File: config.mk
export PLATFORM = sky130hd
export DESIGN_NAME = cc_clkctrl
export DESIGN_NICKNAME = d
export VERILOG_FILES = /design/src/design/cc_clkctrl.v /design/src/design/cc_osc_gate.v /design/src/design/cc_prescaler.v
export VERILOG_INCLUDE_DIRS = /design/src /design/src/design
export SDC_FILE = /design/constraint.sdc
export NUM_CORES = 1
export LEC_CHECK = 0
export BUFFER_PORTS_ARGS = -buffer_cell sky130_fd_sc_hd__buf_2
export CAP_MARGIN = 10
export CORE_MARGIN = 2
export CORE_UTILIZATION = 58
export CTS_CLUSTER_DIAMETER = 60
export DETAILED_ROUTE_END_ITERATION = 6
export PLACE_DENSITY = 0.81
export SKIP_CTS_REPAIR_TIMING = 1
export SLEW_MARGIN = 10
export SYNTH_ARGS = -nofsm -noshare
export SYNTH_HDL_FRONTEND = slang
export SYNTH_HIERARCHICAL = 1
export SYNTH_SLANG_ARGS = --single-unit
File: constraint.sdc
create_clock -name clk -period 2.9 [get_ports clk]
set_input_delay 0.29 -clock clk [delete_from_list [all_inputs] [get_ports clk]]
set_output_delay 0.29 -clock clk [all_outputs]
set_load 0.03 [all_outputs]
File: src/design/cc_clkctrl_map.vh
// Purpose: Register map and constants of the clock controller.
// Assumes: Included by the top design module and the testbench files.
// Notes: Byte address of a register is four times its index.
`ifndef CC_CLKCTRL_MAP_VH
`define CC_CLKCTRL_MAP_VH
`define CC_IDX_SRC_CTRL 6'h00
`define CC_IDX_DIV_CTRL 6'h01
`define CC_IDX_FREEZE 6'h02
`define CC_IDX_STATE 6'h03
`define CC_IDX_FRC_CTRL 6'h10
`define CC_IDX_FRC_TRIM_A 6'h11
`define CC_IDX_FRC_TRIM_B 6'h12
`define CC_IDX_ULP_CTRL 6'h18
`define CC_IDX_XO_CTRL 6'h1c
`define CC_IDX_KEY 6'h20
`define CC_KEY_VALUE 8'hd8
`define CC_KEY_WRITES 3'h4
`define CC_RST_DIV_CTRL 5'h11
`define CC_BIT_PRESCALE_ON 0
`define CC_BIT_FREEZE 0
`define CC_BIT_STDBY 1
`define CC_BIT_XO_EN 0
`define CC_BIT_XO_SEL 2
`define CC_BIT_FUSE_LOCK 7
`define CC_BIT_EXT_STARTED 7
`define CC_BIT_SWITCH 0
`define CC_SRC_FAST 2'h0
`define CC_SRC_ULP 2'h1
`define CC_SRC_XTAL 2'h2
`define CC_SRC_EXT 2'h3
`define CC_RC_GATE_CYCLES 17'h00004
`define CC_EXT_START_CYCLES 17'h00002
`define CC_RESP_OKAY 2'h0
`define CC_RESP_SLVERR 2'h2
`endif

File: src/design/cc_clkctrl.v
// Purpose: Clock controller registers, source switch and prescaler.
// Assumes: AXI4-Lite slave; oscillator ticks synchronous to clk.
// Notes: Index 0 fast RC, 1 low-power RC, 2 crystal, 3 external.
`timescale 1ns/10ps
`default_nettype none
`include "cc_clkctrl_map.vh"
module cc_clkctrl #(
    parameter [16:0] XO_WAIT_1K = 17'd1024,
    parameter [16:0] XO_WAIT_16K = 17'd16384,
    parameter [16:0] XO_WAIT_32K = 17'd32768,
    parameter [16:0] XO_WAIT_64K = 17'd65536
) (
    input wire clk,
    input wire nrst,
    input wire [7:0] s_axi_awaddr,
    input wire s_axi_awvalid,
    output wire s_axi_awready,
    input wire [31:0] s_axi_wdata,
    input wire [3:0] s_axi_wstrb,
    input wire s_axi_wvalid,
    output wire s_axi_wready,
    output reg [1:0] s_axi_bresp,
    output reg s_axi_bvalid,
    input wire s_axi_bready,
    input wire [7:0] s_axi_araddr,
    input wire s_axi_arvalid,
    output wire s_axi_arready,
    output reg [31:0] s_axi_rdata,
    output reg [1:0] s_axi_rresp,
    output reg s_axi_rvalid,
    input wire s_axi_rready,
    input wire freq_range_fuse,
    input wire [5:0] fuse_trim_low,
    input wire [5:0] fuse_trim_high,
    input wire [3:0] fuse_slope_low,
    input wire [3:0] fuse_slope_high,
    input wire trim_freeze_fuse,
    input wire [3:0] periph_osc_req,
    input wire [3:0] osc_tick,
    input wire [3:0] osc_analog_up,
    output wire [3:0] osc_run,
    output wire [3:0] osc_out_gate,
    output reg [1:0] main_src_active_q,
    output wire peripheral_clock_en,
    output wire [5:0] fast_rc_trim,
    output wire [3:0] fast_rc_temp_slope
);
    reg aw_have_q;
    reg [5:0] aw_idx_q;
    reg w_have_q;
    reg [7:0] w_data_q;
    reg w_lane_q;
    reg [1:0] main_source_sel_q;
    reg [4:0] div_ctrl_q;
    reg main_clock_freeze_bit_q;
    reg source_switch_pending_q;
    reg fast_stdby_q;
    reg ulp_stdby_q;
    reg [5:0] fast_rc_trim_q;
    reg [3:0] fast_rc_temp_slope_q;
    reg fuse_lock_q;
    reg [2:0] xo_ctrl_q;
    reg [1:0] crystal_startup_sel_q;
    reg [2:0] key_left_q;
    reg [3:0] osc_req;
    reg [3:0] osc_keep;
    reg [16:0] xo_limit;
    reg [7:0] rd_val;
    reg rd_ok;
    reg [16:0] gate_limit [0:3];
    wire do_write;
    wire unlocked;
    wire main_frozen;
    wire trim_frozen;
    wire xo_frozen;
    wire [5:0] ar_idx;
    wire [7:0] state_val;
    wire [3:0] skip_analog;
    wire freeze_refused;
    wire wr_ok;
    integer i;
    genvar g;

    function [5:0] word_idx;
        input [7:0] addr;
        begin
            word_idx = addr[7:2];
        end
    endfunction

    function is_mapped;
        input [5:0] idx;
        begin
            if (idx == `CC_IDX_SRC_CTRL) is_mapped = 1'b1;
            else if (idx == `CC_IDX_DIV_CTRL) is_mapped = 1'b1;
            else if (idx == `CC_IDX_FREEZE) is_mapped = 1'b1;
            else if (idx == `CC_IDX_STATE) is_mapped = 1'b1;
            else if (idx == `CC_IDX_FRC_CTRL) is_mapped = 1'b1;
            else if (idx == `CC_IDX_FRC_TRIM_A) is_mapped = 1'b1;
            else if (idx == `CC_IDX_FRC_TRIM_B) is_mapped = 1'b1;
            else if (idx == `CC_IDX_ULP_CTRL) is_mapped = 1'b1;
            else if (idx == `CC_IDX_XO_CTRL) is_mapped = 1'b1;
            else if (idx == `CC_IDX_KEY) is_mapped = 1'b1;
            else is_mapped = 1'b0;
        end
    endfunction

    // Write address and data are taken in either order.
    assign s_axi_awready = !aw_have_q && !s_axi_bvalid;
    assign s_axi_wready = !w_have_q && !s_axi_bvalid;
    assign s_axi_arready = !s_axi_rvalid;
    assign do_write = aw_have_q && w_have_q && !s_axi_bvalid;
    assign ar_idx = word_idx(s_axi_araddr);

    assign unlocked = (key_left_q != 3'h0);
    assign main_frozen = main_clock_freeze_bit_q;
    assign trim_frozen = fuse_lock_q || (main_frozen &&
        main_src_active_q == `CC_SRC_FAST);
    assign xo_frozen = xo_ctrl_q[`CC_BIT_XO_EN] || osc_out_gate[2];
    assign freeze_refused = main_frozen && aw_idx_q == `CC_IDX_FREEZE;
    assign wr_ok = is_mapped(aw_idx_q) && !freeze_refused;

    assign state_val = {osc_out_gate[3], osc_out_gate[2],
        osc_out_gate[1], osc_out_gate[0], 3'h0,
        source_switch_pending_q};

    always @(posedge clk) begin
        if (!nrst) begin
            aw_have_q <= 1'b0;
            aw_idx_q <= 6'h00;
            w_have_q <= 1'b0;
            w_data_q <= 8'h00;
            w_lane_q <= 1'b0;
            s_axi_bvalid <= 1'b0;
            s_axi_bresp <= `CC_RESP_OKAY;
        end else begin
            if (s_axi_awvalid && s_axi_awready) begin
                aw_have_q <= 1'b1;
                aw_idx_q <= word_idx(s_axi_awaddr);
            end
            if (s_axi_wvalid && s_axi_wready) begin
                w_have_q <= 1'b1;
                w_data_q <= s_axi_wdata[7:0];
                w_lane_q <= s_axi_wstrb[0];
            end
            if (do_write) begin
                aw_have_q <= 1'b0;
                w_have_q <= 1'b0;
                s_axi_bvalid <= 1'b1;
                s_axi_bresp <= wr_ok ? `CC_RESP_OKAY : `CC_RESP_SLVERR;
            end else if (s_axi_bvalid && s_axi_bready) begin
                s_axi_bvalid <= 1'b0;
            end
        end
    end

    // Register stores; every register except the key needs an open key window.
    always @(posedge clk) begin
        if (!nrst) begin
            main_source_sel_q <= `CC_SRC_FAST;
            div_ctrl_q <= `CC_RST_DIV_CTRL;
            main_clock_freeze_bit_q <= 1'b0;
            fast_stdby_q <= 1'b0;
            ulp_stdby_q <= 1'b0;
            xo_ctrl_q <= 3'h0;
            crystal_startup_sel_q <= 2'h0;
            key_left_q <= 3'h0;
            fuse_lock_q <= trim_freeze_fuse;
            fast_rc_trim_q <= freq_range_fuse ? fuse_trim_high : fuse_trim_low;
            fast_rc_temp_slope_q <= freq_range_fuse ?
                fuse_slope_high : fuse_slope_low;
        end else if (do_write && w_lane_q) begin
            if (aw_idx_q == `CC_IDX_KEY) begin
                key_left_q <= (w_data_q == `CC_KEY_VALUE) ? `CC_KEY_WRITES : 3'h0;
            end else begin
                if (unlocked) begin
                    key_left_q <= key_left_q - 3'h1;
                end
                if (!unlocked) begin
                    key_left_q <= 3'h0;
                end else if (aw_idx_q == `CC_IDX_SRC_CTRL) begin
                    if (!main_frozen) begin
                        main_source_sel_q <= w_data_q[1:0];
                    end
                end else if (aw_idx_q == `CC_IDX_DIV_CTRL) begin
                    if (!main_frozen) begin
                        div_ctrl_q <= w_data_q[4:0];
                    end
                end else if (aw_idx_q == `CC_IDX_FREEZE) begin
                    if (!main_frozen && w_data_q[`CC_BIT_FREEZE]) begin
                        main_clock_freeze_bit_q <= 1'b1;
                    end
                end else if (aw_idx_q == `CC_IDX_FRC_CTRL) begin
                    fast_stdby_q <= w_data_q[`CC_BIT_STDBY];
                end else if (aw_idx_q == `CC_IDX_FRC_TRIM_A) begin
                    if (!trim_frozen) begin
                        fast_rc_trim_q <= w_data_q[5:0];
                    end
                end else if (aw_idx_q == `CC_IDX_FRC_TRIM_B) begin
                    if (!trim_frozen) begin
                        fast_rc_temp_slope_q <= w_data_q[3:0];
                    end
                end else if (aw_idx_q == `CC_IDX_ULP_CTRL) begin
                    ulp_stdby_q <= w_data_q[`CC_BIT_STDBY];
                end else if (aw_idx_q == `CC_IDX_XO_CTRL) begin
                    xo_ctrl_q[1:0] <= w_data_q[1:0];
                    if (!xo_frozen) begin
                        xo_ctrl_q[`CC_BIT_XO_SEL] <= w_data_q[`CC_BIT_XO_SEL];
                        crystal_startup_sel_q <= w_data_q[5:4];
                    end
                end
            end
        end
    end

    // Old source stays active until the requested one is stable.
    always @(posedge clk) begin
        if (!nrst) begin
            main_src_active_q <= `CC_SRC_FAST;
            source_switch_pending_q <= 1'b0;
        end else if (main_source_sel_q != main_src_active_q) begin
            source_switch_pending_q <= 1'b1;
            if (osc_out_gate[main_source_sel_q]) begin
                main_src_active_q <= main_source_sel_q;
                source_switch_pending_q <= 1'b0;
            end
        end else begin
            source_switch_pending_q <= 1'b0;
        end
    end

    always @* begin
        for (i = 0; i < 4; i = i + 1) begin
            osc_req[i] = periph_osc_req[i] || main_source_sel_q == i[1:0] ||
                main_src_active_q == i[1:0];
        end
        osc_req[2] = osc_req[2] && xo_ctrl_q[`CC_BIT_XO_EN];
        osc_keep = {1'b0, xo_ctrl_q[`CC_BIT_XO_EN] && xo_ctrl_q[`CC_BIT_STDBY],
            ulp_stdby_q, fast_stdby_q};
        case (crystal_startup_sel_q)
            2'h0: xo_limit = XO_WAIT_1K;
            2'h1: xo_limit = XO_WAIT_16K;
            2'h2: xo_limit = XO_WAIT_32K;
            default: xo_limit = XO_WAIT_64K;
        endcase
        if (xo_ctrl_q[`CC_BIT_XO_SEL]) begin
            xo_limit = `CC_EXT_START_CYCLES;
        end
        gate_limit[0] = `CC_RC_GATE_CYCLES;
        gate_limit[1] = `CC_RC_GATE_CYCLES;
        gate_limit[2] = xo_limit;
        gate_limit[3] = `CC_EXT_START_CYCLES;
    end

    assign skip_analog = {1'b1, 1'b0, ulp_stdby_q, fast_stdby_q};

    generate
        for (g = 0; g < 4; g = g + 1) begin : osc
            cc_osc_gate u_gate (
                .clk(clk),
                .nrst(nrst),
                .req(osc_req[g]),
                .keep(osc_keep[g]),
                .osc_tick(osc_tick[g]),
                .analog_up(osc_analog_up[g]),
                .skip_analog(skip_analog[g]),
                .limit(gate_limit[g]),
                .run(osc_run[g]),
                .open_q(osc_out_gate[g])
            );
        end
    endgenerate

    cc_prescaler u_prescaler (
        .clk(clk),
        .nrst(nrst),
        .on(div_ctrl_q[`CC_BIT_PRESCALE_ON]),
        .sel(div_ctrl_q[4:1]),
        .tick_q(peripheral_clock_en)
    );

    assign fast_rc_trim = fast_rc_trim_q;
    assign fast_rc_temp_slope = fast_rc_temp_slope_q;

    always @* begin
        rd_ok = 1'b1;
        rd_val = 8'h00;
        if (ar_idx == `CC_IDX_SRC_CTRL) rd_val = {6'h00, main_source_sel_q};
        else if (ar_idx == `CC_IDX_DIV_CTRL) rd_val = {3'h0, div_ctrl_q};
        else if (ar_idx == `CC_IDX_FREEZE) begin
            rd_ok = !main_frozen;
            rd_val = main_frozen ? 8'h00 : 8'h00;
        end
        else if (ar_idx == `CC_IDX_STATE) rd_val = state_val;
        else if (ar_idx == `CC_IDX_FRC_CTRL) rd_val = {6'h00, fast_stdby_q, 1'b0};
        else if (ar_idx == `CC_IDX_FRC_TRIM_A) rd_val = {2'h0, fast_rc_trim_q};
        else if (ar_idx == `CC_IDX_FRC_TRIM_B) rd_val = {fuse_lock_q, 3'h0,
            fast_rc_temp_slope_q};
        else if (ar_idx == `CC_IDX_ULP_CTRL) rd_val = {6'h00, ulp_stdby_q, 1'b0};
        else if (ar_idx == `CC_IDX_XO_CTRL) rd_val = {2'h0, crystal_startup_sel_q,
            1'b0, xo_ctrl_q[2:0]};
        else if (ar_idx == `CC_IDX_KEY) rd_val = 8'h00;
        else rd_ok = 1'b0;
    end

    always @(posedge clk) begin
        if (!nrst) begin
            s_axi_rvalid <= 1'b0;
            s_axi_rdata <= 32'h00000000;
            s_axi_rresp <= `CC_RESP_OKAY;
        end else if (s_axi_arvalid && s_axi_arready) begin
            s_axi_rvalid <= 1'b1;
            s_axi_rdata <= {24'h000000, rd_val};
            s_axi_rresp <= rd_ok ? `CC_RESP_OKAY : `CC_RESP_SLVERR;
        end else if (s_axi_rvalid && s_axi_rready) begin
            s_axi_rvalid <= 1'b0;
        end
    end
endmodule // cc_clkctrl
`default_nettype wire

File: src/design/cc_osc_gate.v
// Purpose: Start-up counter and output gate of one oscillator.
// Assumes: Oscillator ticks arrive as one-cycle pulses on clk.
// Notes: Gate and count clear whenever the request drops.
`timescale 1ns/10ps
`default_nettype none
module cc_osc_gate (
    input wire clk,
    input wire nrst,
    input wire req,
    input wire keep,
    input wire osc_tick,
    input wire analog_up,
    input wire skip_analog,
    input wire [16:0] limit,
    output wire run,
    output reg open_q
);
    reg [16:0] cnt_q;
    wire [16:0] cnt_inc;

    assign run = req | keep;
    assign cnt_inc = cnt_q + 17'h00001;

    always @(posedge clk) begin
        if (!nrst) begin
            cnt_q <= 17'h00000;
            open_q <= 1'b0;
        end else if (!req) begin
            cnt_q <= 17'h00000;
            open_q <= 1'b0;
        end else if (!open_q && osc_tick && (analog_up || skip_analog)) begin
            cnt_q <= cnt_inc;
            open_q <= (cnt_inc >= limit);
        end
    end
endmodule // cc_osc_gate
`default_nettype wire

File: src/design/cc_prescaler.v
// Purpose: Divides the main clock into a peripheral clock enable.
// Assumes: One clock, synchronous active-low reset.
// Notes: Reserved codes divide by two.
`timescale 1ns/10ps
`default_nettype none
module cc_prescaler (
    input wire clk,
    input wire nrst,
    input wire on,
    input wire [3:0] sel,
    output reg tick_q
);
    reg [6:0] cnt_q;
    wire [6:0] last;

    function [6:0] ratio;
        input [3:0] code;
        begin
            case (code)
                4'h0: ratio = 7'h02;
                4'h1: ratio = 7'h04;
                4'h2: ratio = 7'h08;
                4'h3: ratio = 7'h10;
                4'h4: ratio = 7'h20;
                4'h5: ratio = 7'h40;
                4'h8: ratio = 7'h06;
                4'h9: ratio = 7'h0a;
                4'ha: ratio = 7'h0c;
                4'hb: ratio = 7'h18;
                4'hc: ratio = 7'h30;
                default: ratio = 7'h02;
            endcase
        end
    endfunction

    assign last = ratio(sel) - 7'h01;

    always @(posedge clk) begin
        if (!nrst) begin
            cnt_q <= 7'h00;
            tick_q <= 1'b0;
        end else if (!on) begin
            cnt_q <= 7'h00;
            tick_q <= 1'b1;
        end else if (cnt_q >= last) begin
            cnt_q <= 7'h00;
            tick_q <= 1'b1;
        end else begin
            cnt_q <= cnt_q + 7'h01;
            tick_q <= 1'b0;
        end
    end
endmodule // cc_prescaler
`default_nettype wire

# Word level (Yosys, flattened, before mapping)
# Memories as Yosys holds them, arrays and structs flattened. A register that Yosys moved wholly into a read port is not among the register bits.
# Cells that the tools add are included.
op_classes:
  n_addsub: 7
  n_lt_le_gt_ge: 6
  n_eq_ne: 39
  n_mux: 70
  n_bitwise: 15
  reduce_logical: 70
op_table:
  columns: ["operator", "count"]
  rows:
  - ["two-way mux 6 bit", 13]
  - ["adder 17 x 1 -> 17 bit, second input constant", 4]
  - ["equality test 6 x 5 -> 1 bit, second input constant", 10]
  - ["two-way mux 4 bit", 14]
  - ["two-way mux 8 bit", 7]
  - ["one-hot mux 17 bit (3 select lines)", 1]
  - ["greater-or-equal comparator 17 x 3 -> 1 bit, second input constant", 2]
  - ["two-way mux 1 bit", 28]
  - ["equality test 6 x 2 -> 1 bit, second input constant", 4]
  - ["logical AND 1 bit", 23]
  - ["AND reduction 10 bit", 2]
  - ["greater-or-equal comparator 17 bit", 1]
  - ["greater-or-equal comparator 17 x 2 -> 1 bit, second input constant", 1]
  - ["two-way mux 17 bit", 1]
  - ["inequality test 2 bit, second input constant", 7]
  - ["AND reduction 7 bit", 2]
  - ["equality test 6 x 1 -> 1 bit, second input constant", 2]
  - ["equality test 6 bit, second input constant", 2]
  - ["logical NOT 6 bit", 2]
  - ["logical OR 1 bit", 12]
  - ["NOT 1 bit", 12]
  - ["AND reduction 12 bit", 1]
  - ["AND reduction 2 bit", 6]
  - ["AND reduction 11 bit", 1]
  - ["other kinds (23)", 49]
totals:
  regBits: 143
  romBits: 96
  out_inout_bits: 62
  wordCells: 242
  mem_count: 1
mem_list:
  columns: ["memory", "depth", "width", "read_ports", "rd_ports_with_merged_regs", "write_ports", "line_no", "rtl"]
  rows:
  - ["(no name shown)", 16, 6, 1, 1, 0, "cc_prescaler.v:19", "case (code)"]

# Logic depth before layout (Yosys ltp)
logic_depth:
  ltp_word: 14
  ltp_mapped: 12
  mapped_depth_nobuf: 11

# Modules after synthesis
# The synthesis kept the hierarchy.
modules_own_cells:
  columns: ["module", "instances", "cells_per_inst", "area_per_inst_um2", "seq_area_each_um2"]
  rows:
  - ["cc_osc_gate (osc[0].u_gate ...)", 3, 179, 1440.1, 360.3]
  - ["cc_clkctrl", 1, 393, 3417.0, 1331.3]
  - ["cc_osc_gate (osc[3].u_gate)", 1, 184, 1471.4, 360.3]
  - ["cc_prescaler", 1, 68, 573.0, 160.2]

# Least setup slack after synthesis
# Ideal clock, no wire load.
synth_path:
  kind: "flip-flop to flip-flop"
  start: "register osc[2].u_gate.cnt_q[0]"
  end: "register osc[2].u_gate.open_q"
  setup_ns: 0.126
  t_arrival_ns: 2.167
  t_required_ns: 2.774
  slack_ns: 0.606
  stages_incl_launch_ff: 12
  n_path_buf: 0
  period_less_slack_ns: 2.294
  cell_sequence: "dfxtp_1 ha_1 nand3_2 nor2_1 nand4_1 xnor2_1 ha_1 a21oi_1 o21ai_0 a32oi_1 o21ai_0 o21bai_1"
synth_between:
  elab_chain_cells: 2
synth_lines:
  columns: ["element", "line_no", "rtl"]
  rows:
  - ["from (decl)", "cc_osc_gate.v:18", "reg [16:0] cnt_q;"]
  - ["from (signal assigned)", "cc_osc_gate.v:32", "cnt_q <= cnt_inc;"]
  - ["adder 17 x 1 -> 17 bit", "cc_osc_gate.v:22", "assign cnt_inc = cnt_q + 17'h00001;"]
  - ["named net osc[2].u_gate.cnt_inc[16]", "cc_osc_gate.v:19", "wire [16:0] cnt_inc;"]
  - ["greater-or-equal comparator 17 bit", "cc_osc_gate.v:33", "open_q <= (cnt_inc >= limit);"]
  - ["to (signal assigned)", "cc_osc_gate.v:33", null]
  - ["to (decl)", "cc_osc_gate.v:16", "output reg open_q"]
# The timed path passes the listed nets, and every way through them passes these cells.
# A chain may end at the register's enable or synchronous reset.

# Final worst setup path
layout_path:
  start: "register osc[2].u_gate.cnt_q[1]"
  end: "register osc[2].u_gate.open_q"
# The elaborated chain is that of the path after synthesis.

==> metrics.md <==
| Metric | Value |
|---|---|
| Gr usage total | `24.62%` |
| Setup Skew | `0.01288 ns` |
| ANT cells | `0` |
| Remaining DRCs | `0` |
| GRT busiest layer | `met2` |
| Critical path class | `register to register` |
| Row count | `47` |
| Clock-pin transition on the worst setup and hold timing paths | `0.06 ns` |
| Pre-antenna DRT Iters | `5` |
| Number of global-route vias before repair | `7713` |
| Vias/cell | `5.380` |
| GR Layer Usage met3 | `5.215%` |
| Core occupancy in the finished layout | `67.52%` |
| Commonest non-fill, non-tap cell in the layout | `dfxtp_1` |
| Final TNS setup | `0 ns` |
| Initial DRC Count | `522` |
| Most frequent cells in the layout | `130 x dfxtp_1, 127 x nor2_1, 119 x nand2_1` |
| Die Ht | `133.9 um` |
| Minimum clock period | `2.640 ns` |
| Unique masters post-synth | `81` |
| First-pass GRT wire length | `35960 um` |
| Grt met1 use | `30.98%` |
| Final setup violation count | `0` |
| Largest net degree at the start of global routing | `25` |
| CP arrival | `2.94 ns` |
| RePlAce Congestion | `0.8701` |
| Family with the most delay on the worst path | `compound AO/OA/AOI/OAI gates` |
| Synth Instances | `1182` |
| Area delta synth->final | `14.06%` |
| Root Driver | `clkbuf_16` |
| Sink Count | `141` |
| Worst min path class | `primary input to register` |
| Register area | `2933 sq um` |
| Final hold vios | `0` |
| Cells along the critical path | `ha_1 > nand3_2 > nor2_1 > nand2_1 > xnor2_1 > ha_1 > a21oi_1 > o21ai_0 > a2111oi_0 > o21bai_1` |
| RSZ-0062 raised after global routing | `no` |
| Fill cell count | `1346` |
| WL final | `21610 um` |
| I/O pin count | `155` |
| CTS H-Tree Depth | `4` |
| Worst skew pair latency | `0.42 ns` |
| Power per Cell Area | `411.7 nW/um^2` |
| CP max stage cell | `a2111oi_0` |
| Post-synth ARST share | `0%` |
| Max Cap Viol | `0` |
| Nets | `1514` |
| Top FF cell, synth | `dfxtp_1` |
| Leakage | `4.761 nW` |
| CP Capture Type | `register` |
| CP max FO | `5` |
| Crit path capture | `osc[2].u_gate/open_q` |
| Vias | `8458` |
| CP dominant cell by count | `ha_1` |
| Peak VDD IR | `0.7914 mV` |
| DP Area | `10600 sq um` |
| Final Instance Area | `11160 sq um` |
| FF-to-FF path depth | `10` |
| YS warnings | `6` |
| CP Launch Type | `register` |
| Final total power | `4.594 mW` |
| Crit. path cell count | `10` |
| Die area | `17920 sq um` |
| Post-synthesis average cell area | `8.276 sq um` |
| Register area share after synthesis | `29.98%` |
| TritonCTS Buffers | `17` |
| Initial Util | `59.20%` |
| Worst-Margin Slew | `0.9405 ns` |
| IO buf count | `97` |
| Slowest stage delay, CP | `0.47 ns` |
| Post-Syn Area | `9782 sq um` |
| RR Endpoint | `osc[2].u_gate/open_q` |
| Detail Route Antenna Nets | `0` |
| Rel. slew slack | `37.17%` |
| Ratio of cells with drive above 1 in the final layout | `14.64%` |
| #FFs+latches synth | `141` |
| EDFF count, synth | `11` |
| Grt total ovfl | `0` |
| Final Max Tran Viols | `0` |
| Initial antenna violation count | `0` |
| WP buf/inv | `0` |
| Die extent in x | `133.9 um` |
| Worst reg2reg path startpoint | `osc[2].u_gate/cnt_q[1]` |
| Post-DP HPWL | `16100 um` |
| Outcome | `complete, no violations` |
| Clock Path Buffers | `2` |
| Tcrit/Tclk final | `91.04%` |
| Fmax | `378.8 MHz` |
| Core footprint | `16520 sq um` |
| Required time of the critical path | `3.20 ns` |
| Critical path launch point | `osc[2].u_gate/cnt_q[1]` |
| GR Util met2 | `42.25%` |
| R2r setup slk | `0.26 ns` |
| CTS tree | `built` |
| WL/cell | `13.74 um` |
| Multi-input combinational cell area | `6471 sq um` |
-- cells by family (layout without fill, tap and decap cells) --
family | count (synthesis) | after routing | synth area share, %
simple gates | 461 | 461 | 25.49
compound gates | 183 | 183 | 11.44
buf+inv | 149 | 229 | 7.406
flops | 141 | 141 | 29.98
xor+xnor | 128 | 128 | 11.46
fa+ha+maj | 82 | 82 | 10.49
mux | 35 | 35 | 3.620
other cells | 3 | 93 | 0.1151
-- worst min path at each step --
| stage | startpoint | endpoint | slack [ns] | depth (start not counted) |
|---|---|---|---|---|
| final | trim_freeze_fuse | fuse_lock_q | 0.05 | 1 |
| after floorplan | trim_freeze_fuse | fuse_lock_q | 0.39 | 0 |
| after CTS | trim_freeze_fuse | fuse_lock_q | 0.04 | 1 |
| after global routing | trim_freeze_fuse | fuse_lock_q | 0.03 | 1 |
| after detailed placement | w_data_q[7] | w_data_q[7] | 0.45 | 2 |
| after global placement | w_data_q[7] | w_data_q[7] | 0.44 | 2 |
-- cell usage after synthesis, types with 15 or more instances --
library cell  count  share of area, %
mux2i_1          32               3.3
nor2_1          128               4.9
inv_1            80               3.1
nand3_1          45               2.3
nand2_1         119               4.6
o21ai_0          43               2.2
and2_1           15              0.96
buf_4            34               2.6
a21oi_1          78               4.0
xnor2_1          69               6.2
xor2_1           59               5.3
ha_1             82                10
dfxtp_1         130                27
nand4_1          36               2.3
clkbuf_1         15              0.58
-- metrics by stage --
step	hold slack (ns)	instances	worst slack, ns
3_3_place_gp	0.4419	1540	0.3084
4_1_cts	0.03986	1572	0.2568
5_1_grt	0.03361	1572	0.03963
2_1_floorplan	0.3889	1272	0.6063
3_5_place_dp	0.4470	1540	0.2760
6_report	0.05396	1572	0.2599
-- cell type report --
type,instances,share of cell area (%)
clock buffers,22,4.071
clock inverters,10,0.8187
inverters,81,2.725
multi-input cells,982,58.00
flip-flops and latches,141,26.29
well taps,220,2.467
repair buffers,116,5.630
-- state kept, by name, indices dropped and copies added, names as in the netlist, 2 cells and up --
signal and cells:
u_prescaler/cnt_q 7, osc.u_gate/open_q 4, w_data_q 8, osc.u_gate/cnt_q 68, xo_ctrl_q 3, main_src_active_q 2
key_left_q 3, s_axi_rdata 8, crystal_startup_sel_q 2, fast_rc_temp_slope 4, main_source_sel_q 2, aw_idx_q 6
div_ctrl_q 5, fast_rc_trim 6
-- power breakdown --
group,switching [mW],internal (mW)
Clock,0.826,1.20
Combinational,0.335,0.170
Sequential,0.0523,2.01
-- metal layers --
layer	up-vias	part of all wire, %
li1	4280	-
met1	3927	45
met2	228	49
met3	23	5.2
met4	0	1.5
met5	-	0
Note: power is estimated with default switching activity, not from simulation.
